## src/design/sscf_pkg.sv

```systemverilog
/*
  sscf_pkg: constants and types shared by the serial status flag block.
  Assumes a 10 MHz peripheral clock and a fixed line bit rate.
*/
package sscf_pkg;

  // clock and line timing
  localparam int unsigned CLK_HZ      = 10_000_000;
  localparam int unsigned BIT_RATE_HZ = 9600;
  localparam int unsigned OS_PER_BIT  = 16;
  localparam int unsigned OS_DIV      = CLK_HZ / (BIT_RATE_HZ * OS_PER_BIT);
  localparam logic [6:0]  OS_DIV_LAST = 7'(OS_DIV - 1);
  localparam logic [3:0]  OS_LAST     = 4'(OS_PER_BIT - 1);
  localparam logic [3:0]  OS_MID      = 4'(OS_PER_BIT / 2 - 1);

  // wishbone byte addresses
  localparam logic [3:0]  ADR_STATUS  = 4'h0;
  localparam logic [3:0]  ADR_CONTROL = 4'h4;
  localparam logic [3:0]  ADR_TXDATA  = 4'h8;
  localparam logic [3:0]  ADR_RXDATA  = 4'hc;

  // status register layout
  localparam logic [7:0]  STATUS_RESET = 8'h84;
  localparam int          B_TX_EMPTY   = 7;
  localparam int          B_TX_MP      = 0;
  localparam int          FLAG_LO      = 3;
  localparam int          NUM_FLAGS    = 5;
  // index into the clear-after-read flag vector (status bit = FLAG_LO + index)
  localparam int          F_PER        = 0;
  localparam int          F_FER        = 1;
  localparam int          F_OVERRUN_FLAG       = 2;
  localparam int          F_RX_HOLDING_FULL_FLAG       = 3;
  localparam int          F_TX_HOLDING_EMPTY_FLAG       = 4;

  // control register layout
  localparam int          C_TX_EN      = 0;
  localparam int          C_RX_EN      = 1;
  localparam int          C_SYNC       = 2;
  localparam int          C_TWO_STOP   = 3;
  localparam int          C_PAR_EN     = 4;
  localparam int          C_PAR_ODD    = 5;
  localparam int          C_MP_EN      = 6;
  localparam int          C_STANDBY    = 7;
  localparam int          C_MSTANDBY   = 8;
  localparam int          CTRL_W       = 9;

  // character frame
  localparam logic [3:0]  FRAME_BASE   = 4'h9;
  localparam logic [3:0]  TX_BITS_BASE = 4'ha;

  typedef enum logic [0:0] {
    SSCF_TX_IDLE  = 1'b0,
    SSCF_TX_SHIFT = 1'b1
  } sscf_tx_state_t;

  typedef enum logic [0:0] {
    SSCF_RX_IDLE = 1'b0,
    SSCF_RX_BITS = 1'b1
  } sscf_rx_state_t;

endpackage

```

## src/design/sscf_sync3.sv

```systemverilog
/*
  sscf_sync3: three-flop input synchroniser with agreement filter.
  Assumes an asynchronous level input; output idles at the given level.
*/
`timescale 1ns/1ps
module sscf_sync3 #(
  parameter logic IDLE = 1'b1
) (
  input  wire logic clk_i,
  input  wire logic rst_i,
  input  wire logic d_i,
  output logic      q_o
);

  typedef struct packed {
    logic s1;
    logic s2;
    logic s3;
    logic q;
  } sscf_sync_t;

  sscf_sync_t r;
  sscf_sync_t n;

  always_comb
  begin
    n    = r;
    n.s1 = d_i;
    n.s2 = r.s1;
    n.s3 = r.s2;
    // a change counts only once the second and third stages agree
    if (r.s2 == r.s3)
    begin
      n.q = r.s3;
    end
  end

  always_ff @(posedge clk_i)
  begin
    if (rst_i)
    begin
      r <= {IDLE, IDLE, IDLE, IDLE};
    end
    else
    begin
      r <= n;
    end
  end

  assign q_o = r.q;

endmodule

```

## src/design/sscf_flag_cell.sv

```systemverilog
/*
  sscf_flag_cell: one hardware-set status flag, cleared by read-then-write-zero.
  Assumes rd_i pulses when software samples the flag and wr_i when it writes it.
*/
`timescale 1ns/1ps
module sscf_flag_cell #(
  parameter logic INIT = 1'b0
) (
  input  wire logic clk_i,
  input  wire logic init_i,
  input  wire logic set_i,
  input  wire logic rd_i,
  input  wire logic wr_i,
  input  wire logic wdata_i,
  output logic      flag_o,
  output logic      armed_o
);

  typedef struct packed {
    logic flag;
    logic armed;
  } sscf_cell_t;

  sscf_cell_t r;
  sscf_cell_t n;

  always_comb
  begin
    n = r;
    if (rd_i && r.flag)
    begin
      n.armed = 1'b1;
    end
    // writing one does nothing; zero clears only once a set value was read
    if (wr_i && !wdata_i && r.armed && r.flag)
    begin
      n.flag  = 1'b0;
      n.armed = 1'b0;
    end
    if (set_i)
    begin
      n.flag = 1'b1;
    end
    if (init_i)
    begin
      n.flag  = INIT;
      n.armed = 1'b0;
    end
  end

  always_ff @(posedge clk_i)
  begin
    r <= n;
  end

  assign flag_o  = r.flag;
  assign armed_o = r.armed;
endmodule

```

## src/design/sscf_serial_status.sv

```systemverilog
/*
  sscf_serial_status: status flag logic of a serial channel with a small
  line transmitter and receiver, reached over a classic wishbone slave.
  Assumes a 10 MHz clock, synchronous active-high reset, and an idle-high line.
*/
`timescale 1ns/1ps
// Behaviour
// - status register returns to 0x84 on reset, standby or module standby.
// - writing one to the five flags does nothing; zero clears only after a read.
// - transmit-done and received multiprocessor bits ignore writes.
// - transmit-empty sets on reset/standby, transmitter disable, or holding-to-shift transfer.
// - transmit-empty zero means holding data pending; one means software may write.
// - receive-full sets when an error-free character moves into the holding register.
// - receive errors leave receive-full untouched, though framing and parity errors still move the data; receiver disable leaves both untouched.
// - overrun sets when a character completes while receive-full is one; it is dropped.
// - overrun halts reception, and in synchronous mode transmission too.
// - receiver disable keeps overrun and framing flags as they were.
// - asynchronous framing error sets when the checked stop bit samples zero.
// - with two stop bits only the first is checked.
// - framing error still moves the character but leaves receive-full clear.
// - framing error halts reception, and in synchronous mode transmission too.
// - parity error sets when ones in data plus parity mismatch the selected parity.
// - transmit multiprocessor bit is plain read/write, reset to zero.
// - transmit-done sets at last bit with transmit-empty one, and on reset or disable.
// - transmit-done clears when transmit-empty is read set then written zero.
// - parity error moves the character without receive-full and halts reception.
module sscf_serial_status (
  input  wire logic        clk_i,
  input  wire logic        rst_i,
  input  wire logic        wb_cyc_i,
  input  wire logic        wb_stb_i,
  input  wire logic        wb_we_i,
  input  wire logic [3:0]  wb_adr_i,
  input  wire logic [3:0]  wb_sel_i,
  input  wire logic [31:0] wb_dat_i,
  input  wire logic        rxd_i,
  output logic             wb_ack_o,
  output logic [31:0]      wb_dat_o,
  output logic             txd_o
);

  typedef struct packed {
    logic                     ack;
    logic [31:0]              dat;
    logic [sscf_pkg::CTRL_W-1:0] ctrl;
    logic [7:0]               tx_hold;
    logic [7:0]               rx_hold;
    logic                     tx_done_flag;
    logic                     rx_multiproc_flag;
    logic                     tx_multiproc_value;
    logic                     txd;
    sscf_pkg::sscf_tx_state_t tx_state;
    logic [11:0]              tx_shift;
    logic [3:0]               tx_bits;
    logic [3:0]               tx_os;
    sscf_pkg::sscf_rx_state_t rx_state;
    logic [3:0]               rx_os;
    logic [3:0]               rx_idx;
    logic [11:0]              rx_shift;
    logic [6:0]               div;
    logic                     os_tick;
  } sscf_state_t;

  sscf_state_t r;
  sscf_state_t n;

  logic [sscf_pkg::NUM_FLAGS-1:0] flag;
  logic [sscf_pkg::NUM_FLAGS-1:0] armed;
  logic [sscf_pkg::NUM_FLAGS-1:0] flag_set;
  logic [7:0]  status;
  logic        rxd_s;
  logic        init;
  logic        req;
  logic        wr_acc;
  logic        st_rd;
  logic        st_wr;
  logic        tx_en;
  logic        rx_en;
  logic        par_en;
  logic        mp_en;
  logic        sync_md;
  logic        err_any;
  logic        tx_halt;
  logic        tx_load;
  logic        tx_tick;
  logic        tx_end;
  logic        tx_holding_empty_flag_clr;
  logic        rx_smp;
  logic [3:0]  rx_last;
  logic        rx_done;
  logic [7:0]  rx_data;
  logic        rx_mpbit;
  logic        par_bad;
  logic        stop_bad;
  logic        rx_move;
  logic        overrun;
  logic        fer_set;
  logic        per_set;
  logic        good;

  sscf_sync3 #(
    .IDLE (1'b1)
  ) u_rx_sync (
    .clk_i (clk_i),
    .rst_i (rst_i),
    .d_i   (rxd_i),
    .q_o   (rxd_s)
  );

  // standby and module standby act as a held reset of the status logic
  assign init    = rst_i | r.ctrl[sscf_pkg::C_STANDBY] | r.ctrl[sscf_pkg::C_MSTANDBY];
  assign req     = wb_cyc_i & wb_stb_i;
  assign wr_acc  = req & r.ack & wb_we_i;
  assign st_rd   = req & ~r.ack & ~wb_we_i & (wb_adr_i == sscf_pkg::ADR_STATUS);
  assign st_wr   = wr_acc & (wb_adr_i == sscf_pkg::ADR_STATUS) & wb_sel_i[0];
  assign tx_en   = r.ctrl[sscf_pkg::C_TX_EN];
  assign rx_en   = r.ctrl[sscf_pkg::C_RX_EN];
  assign par_en  = r.ctrl[sscf_pkg::C_PAR_EN];
  assign mp_en   = r.ctrl[sscf_pkg::C_MP_EN] & ~sync_md;
  assign sync_md = r.ctrl[sscf_pkg::C_SYNC];
  assign status  = {flag, r.tx_done_flag, r.rx_multiproc_flag, r.tx_multiproc_value};

  assign err_any = flag[sscf_pkg::F_PER] | flag[sscf_pkg::F_FER] | flag[sscf_pkg::F_OVERRUN_FLAG];
  assign tx_halt = sync_md & err_any;
  // a frame starts only from pending holding data
  assign tx_load = (r.tx_state == sscf_pkg::SSCF_TX_IDLE) & tx_en & ~flag[sscf_pkg::F_TX_HOLDING_EMPTY_FLAG]
                   & ~tx_halt & ~init;
  assign tx_tick = r.os_tick & (r.tx_os == sscf_pkg::OS_LAST);
  assign tx_end  = (r.tx_state == sscf_pkg::SSCF_TX_SHIFT) & tx_en & tx_tick & (r.tx_bits == 4'h1);
  assign tx_holding_empty_flag_clr = st_wr & ~wb_dat_i[sscf_pkg::B_TX_EMPTY] & armed[sscf_pkg::F_TX_HOLDING_EMPTY_FLAG]
                    & flag[sscf_pkg::F_TX_HOLDING_EMPTY_FLAG];

  assign rx_smp   = r.os_tick & (r.rx_state == sscf_pkg::SSCF_RX_BITS) & (r.rx_os == sscf_pkg::OS_MID);
  // second stop bit is never sampled: the frame ends at the first
  assign rx_last  = 4'(sscf_pkg::FRAME_BASE + {3'h0, par_en} + {3'h0, mp_en});
  assign rx_done  = rx_smp & (r.rx_idx == rx_last) & rx_en & ~init;
  assign rx_data  = r.rx_shift[8:1];
  assign rx_mpbit = par_en ? r.rx_shift[10] : r.rx_shift[9];
  assign par_bad  = par_en & ((^rx_data ^ r.rx_shift[9]) != r.ctrl[sscf_pkg::C_PAR_ODD]);
  assign stop_bad = ~rxd_s & ~sync_md;
  assign rx_move  = rx_done & ~flag[sscf_pkg::F_RX_HOLDING_FULL_FLAG];
  assign overrun  = rx_done & flag[sscf_pkg::F_RX_HOLDING_FULL_FLAG];
  assign fer_set  = rx_move & stop_bad;
  assign per_set  = rx_move & par_bad;
  assign good     = rx_move & ~stop_bad & ~par_bad;

  assign flag_set[sscf_pkg::F_TX_HOLDING_EMPTY_FLAG] = tx_load | ~tx_en;
  assign flag_set[sscf_pkg::F_RX_HOLDING_FULL_FLAG] = good;
  assign flag_set[sscf_pkg::F_OVERRUN_FLAG] = overrun;
  assign flag_set[sscf_pkg::F_FER]  = fer_set;
  assign flag_set[sscf_pkg::F_PER]  = per_set;

  genvar gi;
  generate
    for (gi = 0; gi < sscf_pkg::NUM_FLAGS; gi = gi + 1)
    begin : g_flag
      sscf_flag_cell #(
        .INIT (sscf_pkg::STATUS_RESET[sscf_pkg::FLAG_LO + gi])
      ) u_cell (
        .clk_i   (clk_i),
        .init_i  (init),
        .set_i   (flag_set[gi]),
        .rd_i    (st_rd),
        .wr_i    (st_wr),
        .wdata_i (wb_dat_i[sscf_pkg::FLAG_LO + gi]),
        .flag_o  (flag[gi]),
        .armed_o (armed[gi])
      );
    end
  endgenerate

  always_comb
  begin
    logic [31:0] rd;
    logic [2:0]  tail;
    logic        tx_par;
    rd     = 32'h0;
    tail   = 3'h7;
    tx_par = (^r.tx_hold) ^ r.ctrl[sscf_pkg::C_PAR_ODD];
    n      = r;

    // wishbone slave: ack one cycle after the strobe, dropped the cycle after
    n.ack = req & ~r.ack;
    if (wb_adr_i == sscf_pkg::ADR_STATUS)
    begin
      rd = {24'h0, status};
    end
    else if (wb_adr_i == sscf_pkg::ADR_CONTROL)
    begin
      rd = {23'h0, r.ctrl};
    end
    else if (wb_adr_i == sscf_pkg::ADR_TXDATA)
    begin
      rd = {24'h0, r.tx_hold};
    end
    else if (wb_adr_i == sscf_pkg::ADR_RXDATA)
    begin
      rd = {24'h0, r.rx_hold};
    end
    n.dat = (req & ~r.ack & ~wb_we_i) ? rd : 32'h0;

    if (wr_acc && wb_adr_i == sscf_pkg::ADR_CONTROL)
    begin
      if (wb_sel_i[0])
      begin
        n.ctrl[7:0] = wb_dat_i[7:0];
      end
      if (wb_sel_i[1])
      begin
        n.ctrl[sscf_pkg::C_MSTANDBY] = wb_dat_i[sscf_pkg::C_MSTANDBY];
      end
    end
    else if (wr_acc && wb_adr_i == sscf_pkg::ADR_TXDATA && wb_sel_i[0])
    begin
      n.tx_hold = wb_dat_i[7:0];
    end
    // status writes reach the flag cells and the plain bit 0; bit 1 ignores them, bit 2 clears only with the transmit-empty clear
    if (st_wr)
    begin
      n.tx_multiproc_value = wb_dat_i[sscf_pkg::B_TX_MP];
    end

    // oversample divider: one enable pulse per sixteenth of a bit
    n.os_tick = (r.div == sscf_pkg::OS_DIV_LAST);
    n.div     = n.os_tick ? 7'h0 : r.div + 7'h1;

    // transmitter
    if (tx_holding_empty_flag_clr)
    begin
      n.tx_done_flag = 1'b0;
    end
    if (par_en && mp_en)
    begin
      tail = {1'b1, r.tx_multiproc_value, tx_par};
    end
    else if (par_en)
    begin
      tail = {2'h3, tx_par};
    end
    else if (mp_en)
    begin
      tail = {2'h3, r.tx_multiproc_value};
    end
    case (r.tx_state)
      sscf_pkg::SSCF_TX_IDLE:
      begin
        if (tx_load)
        begin
          n.tx_shift = {tail, r.tx_hold, 1'b0};
          n.txd      = 1'b0;
          n.tx_os    = 4'h0;
          n.tx_bits  = 4'(sscf_pkg::TX_BITS_BASE + {3'h0, par_en} + {3'h0, mp_en}
                          + {3'h0, r.ctrl[sscf_pkg::C_TWO_STOP]});
          n.tx_state = sscf_pkg::SSCF_TX_SHIFT;
        end
      end
      sscf_pkg::SSCF_TX_SHIFT:
      begin
        if (r.os_tick)
        begin
          n.tx_os = r.tx_os + 4'h1;
        end
        if (tx_end)
        begin
          n.txd      = 1'b1;
          n.tx_state = sscf_pkg::SSCF_TX_IDLE;
          if (flag[sscf_pkg::F_TX_HOLDING_EMPTY_FLAG])
          begin
            n.tx_done_flag = 1'b1;
          end
        end
        else if (tx_tick)
        begin
          n.txd      = r.tx_shift[1];
          n.tx_shift = {1'b1, r.tx_shift[11:1]};
          n.tx_bits  = r.tx_bits - 4'h1;
        end
      end
      default:
      begin
        n.tx_state = sscf_pkg::SSCF_TX_IDLE;
      end
    endcase
    if (!tx_en)
    begin
      n.tx_done_flag     = 1'b1;
      n.txd      = 1'b1;
      n.tx_state = sscf_pkg::SSCF_TX_IDLE;
    end

    // receiver; disabling it drops the frame in flight but never the flags
    case (r.rx_state)
      sscf_pkg::SSCF_RX_IDLE:
      begin
        // any error flag still set keeps the receiver parked
        if (rx_en && !err_any && !init && !rxd_s)
        begin
          n.rx_os    = 4'h0;
          n.rx_idx   = 4'h0;
          n.rx_state = sscf_pkg::SSCF_RX_BITS;
        end
      end
      sscf_pkg::SSCF_RX_BITS:
      begin
        if (r.os_tick)
        begin
          n.rx_os = r.rx_os + 4'h1;
        end
        if (rx_smp)
        begin
          n.rx_shift[r.rx_idx] = rxd_s;
          n.rx_idx             = r.rx_idx + 4'h1;
          if ((r.rx_idx == 4'h0 && rxd_s) || rx_done)
          begin
            n.rx_state = sscf_pkg::SSCF_RX_IDLE;
          end
        end
      end
      default:
      begin
        n.rx_state = sscf_pkg::SSCF_RX_IDLE;
      end
    endcase
    // an overrun character is dropped; errors alone never touch receive-full
    if (rx_move)
    begin
      n.rx_hold = rx_data;
      if (mp_en)
      begin
        n.rx_multiproc_flag = rx_mpbit;
      end
    end
    if (!rx_en)
    begin
      n.rx_state = sscf_pkg::SSCF_RX_IDLE;
    end

    if (init)
    begin
      n.tx_done_flag     = sscf_pkg::STATUS_RESET[2];
      n.rx_multiproc_flag      = sscf_pkg::STATUS_RESET[1];
      n.tx_multiproc_value     = sscf_pkg::STATUS_RESET[0];
      n.txd      = 1'b1;
      n.tx_state = sscf_pkg::SSCF_TX_IDLE;
      n.rx_state = sscf_pkg::SSCF_RX_IDLE;
    end
    if (rst_i)
    begin
      n      = '0;
      n.tx_done_flag = 1'b1;
      n.txd  = 1'b1;
    end
  end

  always_ff @(posedge clk_i)
  begin
    r <= n;
  end

  assign wb_ack_o = r.ack;
  assign wb_dat_o = r.dat;
  assign txd_o    = r.txd;
endmodule

```

## config.mk

```make
export PLATFORM = sky130hd
export DESIGN_NAME = sscf_serial_status
export DESIGN_NICKNAME = d
export VERILOG_FILES = /design/src/design/sscf_pkg.sv /design/src/design/sscf_sync3.sv /design/src/design/sscf_flag_cell.sv /design/src/design/sscf_serial_status.sv
export SDC_FILE = /design/constraint.sdc
export NUM_CORES = 1
export LEC_CHECK = 0
export ABC_CLOCK_PERIOD_IN_PS = 2400
export BUFFER_PORTS_ARGS = -buffer_cell sky130_fd_sc_hd__buf_2
export CORE_MARGIN = 3
export CORE_UTILIZATION = 51
export DETAILED_ROUTE_END_ITERATION = 7
export GPL_TIMING_DRIVEN = 0
export HOLD_SLACK_MARGIN = 0.12
export PLACE_DENSITY = 0.74
export SKIP_LAST_GASP = 1
export SLEW_MARGIN = 25
export SYNTH_ARGS = -nofsm -noshare
export SYNTH_HDL_FRONTEND = slang
export SYNTH_SLANG_ARGS = --single-unit
```

## constraint.sdc

```tcl
create_clock -name clk_i -period 2.4 [get_ports clk_i]
set_clock_uncertainty 0.1 [all_clocks]
set_input_delay 0.12 -clock clk_i [delete_from_list [all_inputs] [get_ports clk_i]]
set_output_delay 0.12 -clock clk_i [all_outputs]
set_load 0.005 [all_outputs]
```

==> metrics.yaml, run 1 <==
logic_synthesis:
  synth_warnings: 0
  syn_avg_cell_area_um2: 8.91
  synth_edf_count: 0
  synthDistinctLibCells: 57
  synthTopCellsByArea: "dfxtp_1, nor2_1, mux2i_1"
  synthCells: 547
  ys_ff_latch: 100
  syn_area_um2: 4870
  ys.flop_type: "dfxtp_1"
  synthArstFlopShare: 0
  yosysTopAreaCell: "dfxtp_1"
  synth.most_common_cell: "dfxtp_1"
  synth_top_area_frac: 0.411
  synth_common_cells: "dfxtp_1, nor2_1, nand2_1, buf_4, mux2i_1"
  synth-seq-area-share: 0.411
routing:
  dr.pass1.iters: 5
  drt-total-wl_um: 11900
  drc: 0
  via_per_inst: 5.44
  wl_per_cell_um: 15.6
  drt_iter0_markers: 213
  vias: 4144
  ant_nets: 0
floorplan:
  die_h_um: 104
  fp-row-count: 35
  ios: 80
  dieArea_um2: 10800
  die_width_um: 104
  core-area_um2: 9280
  initial_core_util: 0.525
timing:
  timing.final.crit_share: 0.964
  clock.fmax_mhz: 432
  rsz0062_at_grt: "yes"
  timing_hold_violations_final: 0
  tns_ns: 0
  relSlewSlack: 0.432
  setup_viol: 0
  worstMarginPinSlew_ns: 0.846
  slew_viol_final: 0
  fin_crit_ns: 2.31
  hold_slack_ns: 0.169
  finalWorstSetupSlack_ns: 0.0860
placement:
  port_buffers: 31
  placed_cell_area_um2: 5270
  routabilityCongestion: 0.856
  place_ws_ns: -0.274
  dp_hpwl_um: 8650
layout:
  fin_area_um2: 5690
  drive_above_1_share: 0.185
  syn_to_final_growth_pct: 16.8
  nets: 688
  n_antenna_cell: 0
global_routing:
  grt_first_pass_wirelength_um: 19200
  antenna_found_initial: 0
  grt_usage: 0.217
  overflow: 0
  grt_pass1_vias: 3940
  grt_max_degree: 17
min_path:
  hp-class: "input pin to flop"
pwr:
  power_w: 0.00279
  p_leak_nw: 2.31
  power_density_nw_per_um2: 491
  peakVddDrop_mv: 0.272
setup_path:
  critical-path-top-delay-family: "buffers and inverters"
  path_cells: "dlygate4sd3_1 -> buf_2 -> or3_1 -> buf_6 -> or4_4 -> a21oi_4 -> buf_4 -> o221a_2 -> nor3_2"
  start_kind: "input pin"
  slowest_stage: "dlygate4sd3_1"
  crit_fanout: 8
  endpoint_kind: "flop"
  worst-path-buf-inv: 4
  cpPeakStageDelay_ns: 0.53
  required_ns: 2.53
  worstSetupPathType: "input pin to flop"
  arrival_ns: 2.45
clock_tree:
  clock_path_buffers: 2
  clk_latency_ns: 0.36
  cts_max_level: 3
  clock-sinks: 100
  clk_pin_slew_worst_paths_ns: 0.09
  cts_tree: "built"
  cts_inserted_buffers: 9
  cts_root_buf: "clkbuf_8"
flow_run:
  drv_cap: 0
status:
  status: "complete, no violations"
-- placed cells by master, fill, tap and decap left out, drive strengths merged, types with 15 or more instances in the layout --
master       Yosys  final
nor3            18     18
clkbuf          23     32
dlygate4sd3      0     15
buf             38     73
nand2           34     34
mux2i           28     28
inv             16     16
dfxtp          100    100
xnor2           17     17
nand3           22     22
a22oi           18     18
conb             1     23
nor2            77     77
a21oi           28     28
-- worst register-to-register path, stage by stage, from the launching register on --
cell	delay [ns]
dfxtp_1	0.37
o31a_1	0.41
or4_4	0.59
a21oi_4	0.33
buf_4	0.17
o221a_2	0.18
nor3_2	0.04
-- metrics by stage --
stage / util / std cells
2_1_floorplan: - / 569
3_3_place_gp: 0.568 / 729
3_5_place_dp: 0.568 / 729
4_1_cts: 0.605 / 760
5_1_grt: 0.613 / 762
6_report: 0.613 / 762
-- routing by layer --
metal,GRT usage,up-vias,wire [um]
met5,0,-,0
li1,-,2029,-
met1,0.275,1975,5100
met3,0.0555,24,675
met2,0.367,116,5830
met4,0.0617,0,259
-- cells by family after synthesis --
| kind of cell | Yosys count | share of synthesized area |
|---|---|---|
| and+or+nand+nor | 201 | 0.200 |
| DFF | 100 | 0.411 |
| AOI/OAI and AO/OA | 92 | 0.137 |
| buffers and inverters | 77 | 0.0894 |
| muxes | 36 | 0.0760 |
| xor gates and xnor gates | 27 | 0.0514 |
| adders and majority gates | 13 | 0.0349 |
| other | 1 | 0.000770 |
-- final cells by class --
type | instances | area (um^2)
buffer | 60 | 377
clock buffer | 10 | 128
clock inverter | 5 | 40.0
fill | 812 | 3590
inverter | 16 | 60.1
multi-input combinational | 392 | 2580
sequential | 100 | 2000
tap | 129 | 161
timing repair buffer | 50 | 343
-- sequential cells by signal, summed over array words and instances (netlist names), named ones only --
signal                 count
u_rx_sync.q_o              1
txd_o                      1
g_flag.u_cell.flag_o       5
wb_dat_o                   9
g_flag.u_cell.armed_o      5
r                         64
par_en                     1
wb_ack_o                   1
u_rx_sync.n                2
u_rx_sync.r                1
-- timing repair --
item / in CTS / in global routing
setup endpoints to repair: 25 / 27
gates resized for setup: 6 / 15
cloned: 0 / 1
setup buffers: 1 / 2
hold buffers: 15 / 0
pin swaps: 1 / 2
endpoints found under the hold margin: 33 / 0
-- path summary, 6_finish.rpt --
| kind | startpoint | to | slack (ns) | cells past startpoint |
|---|---|---|---|---|
| worst max-delay path | rst_i | r[34] | 0.09 | 9 |
| worst min-delay path | wb_cyc_i | g_flag[4].u_cell.armed_o | 0.17 | 5 |
| worst max register to register | g_flag[0].u_cell.flag_o | r[34] | 0.09 | 6 |
| worst min register to register | u_rx_sync.n[2] | u_rx_sync.n[1] | 0.32 | 1 |
-- where the power goes --
part | internal, W | switching, W | leakage, nW
sequential | 0.00167 | 0.00000543 | 0.807
clock | 0.000375 | 0.000586 | 0.0746
combinational | 0.0000724 | 0.0000879 | 1.43
(Power assumes the default switching activity.)
==> run 2: changes to the inputs <==
--- a/config.mk
+++ b/config.mk
@@ -8,11 +8,11 @@
 export ABC_CLOCK_PERIOD_IN_PS = 2400
 export BUFFER_PORTS_ARGS = -buffer_cell sky130_fd_sc_hd__buf_2
 export CORE_MARGIN = 3
-export CORE_UTILIZATION = 51
+export CORE_UTILIZATION = 40
 export DETAILED_ROUTE_END_ITERATION = 7
 export GPL_TIMING_DRIVEN = 0
 export HOLD_SLACK_MARGIN = 0.12
-export PLACE_DENSITY = 0.74
+export PLACE_DENSITY = 0.6
 export SKIP_LAST_GASP = 1
 export SLEW_MARGIN = 25
 export SYNTH_ARGS = -nofsm -noshare
==> run 2 against run 1 <==
Compared with the run above: die area up 26%; via count down 2.1%; first-iteration DRC count grew 30%; highest routed layer unchanged; hold slack gained 0.018 ns; critical path depth unchanged; cell count up 2.0%; combinational power hardly changed; clock-buffer cell count stayed put; clock power rose by 44%; maximum frequency up 1.0%; register-to-register slack better by 0.03 ns.
==> metrics.yaml, run 2 (synthesis gave the netlist of run 1 again) <==
timing:
  worstMarginPinSlew_ns: 0.828
  timing_hold_violations_final: 0
  slew_viol_final: 0
  clock.fmax_mhz: 437
  timing.final.crit_share: 0.954
  tns_ns: 0
  fin_crit_ns: 2.29
  rsz0062_at_grt: "no"
  setup_viol: 0
  finalWorstSetupSlack_ns: 0.110
  relSlewSlack: 0.444
floorplan:
  initial_core_util: 0.418
  die_width_um: 116
  ios: 80
  fp-row-count: 39
  die_h_um: 116
  dieArea_um2: 13500
  core-area_um2: 11700
clock_tree:
  cts_inserted_buffers: 9
  cts_max_level: 3
  clock-sinks: 100
  cts_tree: "built"
  clock_path_buffers: 2
  clk_pin_slew_worst_paths_ns: 0.07
  cts_root_buf: "clkbuf_16"
  clk_latency_ns: 0.35
global_routing:
  grt_max_degree: 18
  antenna_found_initial: 0
  overflow: 0
  grt_first_pass_wirelength_um: 19500
  grt_usage: 0.185
  grt_pass1_vias: 3983
setup_path:
  cp.depth: 9
  slowest_stage: "dlygate4sd3_1"
  cp_common_cell: "buf_6"
  worstSetupPathType: "input pin to flop"
  crit_fanout: 10
  path_cells: "buf_2 -> dlygate4sd3_1 -> or3_1 -> buf_6 -> or4_4 -> a21oi_4 -> buf_6 -> nor2_1 -> a211oi_2"
  reg2reg_depth: 7
  worst-path-buf-inv: 4
  critical-path-top-delay-family: "buffers and inverters"
  required_ns: 2.57
  endpoint_kind: "flop"
  arrival_ns: 2.46
  start_kind: "input pin"
  cpPeakStageDelay_ns: 0.54
placement:
  dp_hpwl_um: 8800
  routabilityCongestion: 0.812
  place_ws_ns: -0.289
  port_buffers: 31
  placed_cell_area_um2: 5300
pwr:
  power_density_nw_per_um2: 550
  power_w: 0.00321
  p_leak_nw: 2.38
  peakVddDrop_mv: 0.355
routing:
  ant_nets: 0
  drt_iter0_markers: 277
  via_per_inst: 5.22
  vias: 4055
  drt-total-wl_um: 11900
  drc: 0
  wl_per_cell_um: 15.3
  dr.pass1.iters: 4
layout:
  syn_to_final_growth_pct: 19.7
  n_antenna_cell: 0
  postLayoutCoreUtil: 0.500
  nets: 688
  fillers: 1141
  final_common_cell: "dfxtp_1"
  layout_common_cells: "dfxtp_1, nor2_1, buf_4"
  top_register: "r"
  largest_reg_flops: 64
  drive_above_1_share: 0.189
  multi_input_area_um2: 2580
  fin_area_um2: 5830
  seq_area_um2: 2010
flow_run:
  drv_cap: 0
min_path:
  worstHoldPathCells: 5
  hp-class: "input pin to flop"
status:
  status: "complete, no violations"
[run 2: final timing paths]
kind	startpoint	end	slack (ns)
worst max-delay path	rst_i	r[44]	0.11
worst max register to register	r[78]	r[44]	0.12
worst min-delay path	wb_cyc_i	g_flag[4].u_cell.armed_o	0.19
worst min register to register	u_rx_sync.n[2]	u_rx_sync.n[1]	0.32
[run 2: where the power goes]
part | total, W | internal, W | switching (W) | leakage (nW)
clock | 0.00138 | 0.000713 | 0.000663 | 0.133
sequential | 0.00167 | 0.00166 | 0.00000521 | 0.808
combinational | 0.000160 | 0.0000733 | 0.0000869 | 1.44
total | 0.00321 | 0.00245 | 0.000755 | 2.38
[run 2: metrics by stage]
step                      cells  hold slack (ns)
final                       777            0.187
after detailed placement    743            0.219
after global placement      743            0.215
after CTS                   776            0.131
after floorplan             569            0.124
after global routing        777            0.243
[run 2: timing repair]
action                                  4_1_cts  5_1_grt
setup buffers                                 2        2
hold buffers                                 15        1
resized for setup                             5       17
endpoints found under the hold margin        31        1
pin swaps                                     1        3
endpoints found under the setup margin       22       28
[run 2: layout make-up]
type	count	share of cell area
plain buffers	59	0.0639
clock buffers	10	0.0393
clock inverters	6	0.00880
inverters	16	0.0103
multi-input cells	392	0.443
flip-flops and latches	100	0.344
well taps	143	0.0307
repair buffers	51	0.0599
[run 2: worst register-to-register path, stage by stage, from the launching register on]
cell      delay (ns)
dfxtp_4         0.36
or3_1           0.38
buf_6           0.14
or4_4           0.49
a21oi_4         0.29
buf_6           0.19
nor2_1          0.06
a211oi_2        0.19
[run 2: metal layers]
layer / GRT usage / part of all wire / vias up
met3: 0.0528 / 0.048 / 17
met5: 0 / 0 / -
li1: - / - / 2031
met2: 0.305 / 0.47 / 87
met1: 0.232 / 0.46 / 1920
met4: 0.0634 / 0.020 / 0
==> run 3: changes to the inputs <==
--- a/config.mk
+++ b/config.mk
@@ -7,6 +7,7 @@
 export LEC_CHECK = 0
 export ABC_CLOCK_PERIOD_IN_PS = 2400
 export BUFFER_PORTS_ARGS = -buffer_cell sky130_fd_sc_hd__buf_2
+export CAP_MARGIN = 20
 export CORE_MARGIN = 3
 export CORE_UTILIZATION = 40
 export DETAILED_ROUTE_END_ITERATION = 7
==> constraint.sdc (replaced) <==
create_clock -name clk_i -period 2.4 [get_ports clk_i]
set_clock_uncertainty 0.1 [all_clocks]
set_input_delay 0.48 -clock clk_i [delete_from_list [all_inputs] [get_ports clk_i]]
set_output_delay 0.48 -clock clk_i [all_outputs]
set_load 0.005 [all_outputs]
==> run 3 against run 2 <==
Compared with the run above: core utilization decreased by 1.2 points; critical path depth is 3 lower; register-to-register slack better by 0.02 ns; critical endpoint is now r[43]; largest cell class unchanged.
==> metrics.yaml, run 3 (synthesis gave the netlist of run 1 again) <==
routing:
  drc: 0
  vias: 3975
  wl_per_cell_um: 15.3
  via_per_inst: 5.21
  ant_nets: 0
  drt_iter0_markers: 290
  drt-total-wl_um: 11700
  dr.pass1.iters: 4
min_path:
  hold_path_startpoint: "rxd_i"
  hp-class: "input pin to flop"
floorplan:
  dieArea_um2: 13500
  initial_core_util: 0.418
  fp-row-count: 39
  die_width_um: 116
  core-area_um2: 11700
  die_h_um: 116
  ios: 80
timing:
  timing.final.crit_share: 0.943
  timing_hold_violations_final: 0
  rsz0062_at_grt: "no"
  fin_crit_ns: 2.26
  worstMarginPinSlew_ns: 0.811
  setup_viol: 0
  relSlewSlack: 0.455
  finalWorstSetupSlack_ns: 0.136
  clock.fmax_mhz: 442
  slew_viol_final: 0
pwr:
  power_density_nw_per_um2: 560
  combPwrFrac: 0.044
  peakVddDrop_mv: 0.353
  switchingPower_w: 0.000750
  p_sw_frac: 0.236
  p_int_w: 0.00244
  seq_power_share: 0.524
  p_leak_nw: 2.33
  power_w: 0.00319
  p_clk_frac: 0.431
global_routing:
  antenna_found_initial: 0
  grt_usage: 0.183
  grt_first_pass_wirelength_um: 19300
  grt_max_degree: 18
  grt_pass1_vias: 3909
  overflow: 0
setup_path:
  worst-path-buf-inv: 1
  crit_fanout: 8
  start_kind: "flop"
  arrival_ns: 2.44
  critical-path-top-delay-family: "compound AO/OA/AOI/OAI gates"
  cpPeakStageDelay_ns: 0.58
  crit_start: "g_flag[0].u_cell.flag_o"
  r2r_start: "g_flag[0].u_cell.flag_o"
  worstSetupPathType: "flop to flop"
  required_ns: 2.57
  path_cells: "o31a_1 -> or4_4 -> a21oi_4 -> buf_4 -> nor2_1 -> a211oi_2"
  endpoint_kind: "flop"
  slowest_stage: "or4_4"
clock_tree:
  clock_path_buffers: 2
  clock-sinks: 100
  cts_root_buf: "clkbuf_16"
  hold_buffers: 0
  cts_max_level: 3
  cts_tree: "built"
  clk_latency_ns: 0.35
  cts_inserted_buffers: 9
  clk_pin_slew_worst_paths_ns: 0.07
layout:
  layout_common_cells: "dfxtp_1, nor2_1, buf_4"
  largest_reg_flops: 64
  multi_input_area_um2: 2590
  postLayoutCoreUtil: 0.488
  nets: 674
  drive_above_1_share: 0.198
  final_common_cell: "dfxtp_1"
  n_antenna_cell: 0
  syn_to_final_growth_pct: 16.8
  seq_area_um2: 2010
  top_register: "r"
  fillers: 1156
flow_run:
  drv_cap: 0
placement:
  dp_hpwl_um: 8800
  place_ws_ns: -0.345
  port_buffers: 31
  routabilityCongestion: 0.812
status:
  status: "complete, no violations"
run 3: changes by cell type in the layout (fill, tap and decap cells not counted), sizes merged:
| cell | change |
|---|---|
| buf | +2 |
| dlygate4sd3 | -16 |
run 3: power by group through the flow:
stage	combinational [W]	sequential [W]	clock (W)
final	0.000142	0.00167	0.00137
after global routing	0.000159	0.00167	0.00148
after CTS	0.000140	0.00167	0.00141
after detailed placement	0.000139	0.00171	0
after global placement	0.000138	0.00171	0
after floorplan	0.0000891	0.00171	0
run 3: path summary, 6_finish.rpt:
kind                     to  slack [ns]  cells after the start
min reg2reg  u_rx_sync.n[1]        0.32                      1
min          u_rx_sync.n[2]        0.22                      2
max                   r[43]        0.14                      6
max reg2reg           r[43]        0.14                      6
run 3: final cells by class:
class | count | share of cell area
Buffer | 59 | 0.0655
Tap cell | 143 | 0.0314
Inverter | 16 | 0.0106
Timing Repair Buffer | 37 | 0.0358
Multi-Input combinational cell | 392 | 0.455
Clock inverter | 6 | 0.00902
Sequential cell | 100 | 0.353
Clock buffer | 10 | 0.0402
run 3: stage by stage:
stage / hold slack, ns / setup TNS [ns] / instance area (um^2) / cells
CTS: 0.211 / 0 / 5610 / 761
finish: 0.220 / 0 / 5690 / 763
floorplan: 0.289 / 0 / 4950 / 569
global placement: 0.296 / -7.77 / 5290 / 743
detailed placement: 0.303 / -6.79 / 5300 / 743
global route: 0.210 / 0 / 5690 / 763
run 3: per-layer routing:
metal,vias to the layer above,global-route usage,part of all wire
li1,1996,-,-
met1,1882,0.230,0.46
met2,84,0.299,0.47
met3,13,0.0534,0.053
met4,0,0.0634,0.016
met5,-,0,0
run 3: timing repair:
item / CTS / global route
endpoints found under the setup margin: 22 / 27
pin swaps: 1 / 3
resized for setup: 5 / 19
cloned: 0 / 1
buffers inserted: 2 / 3
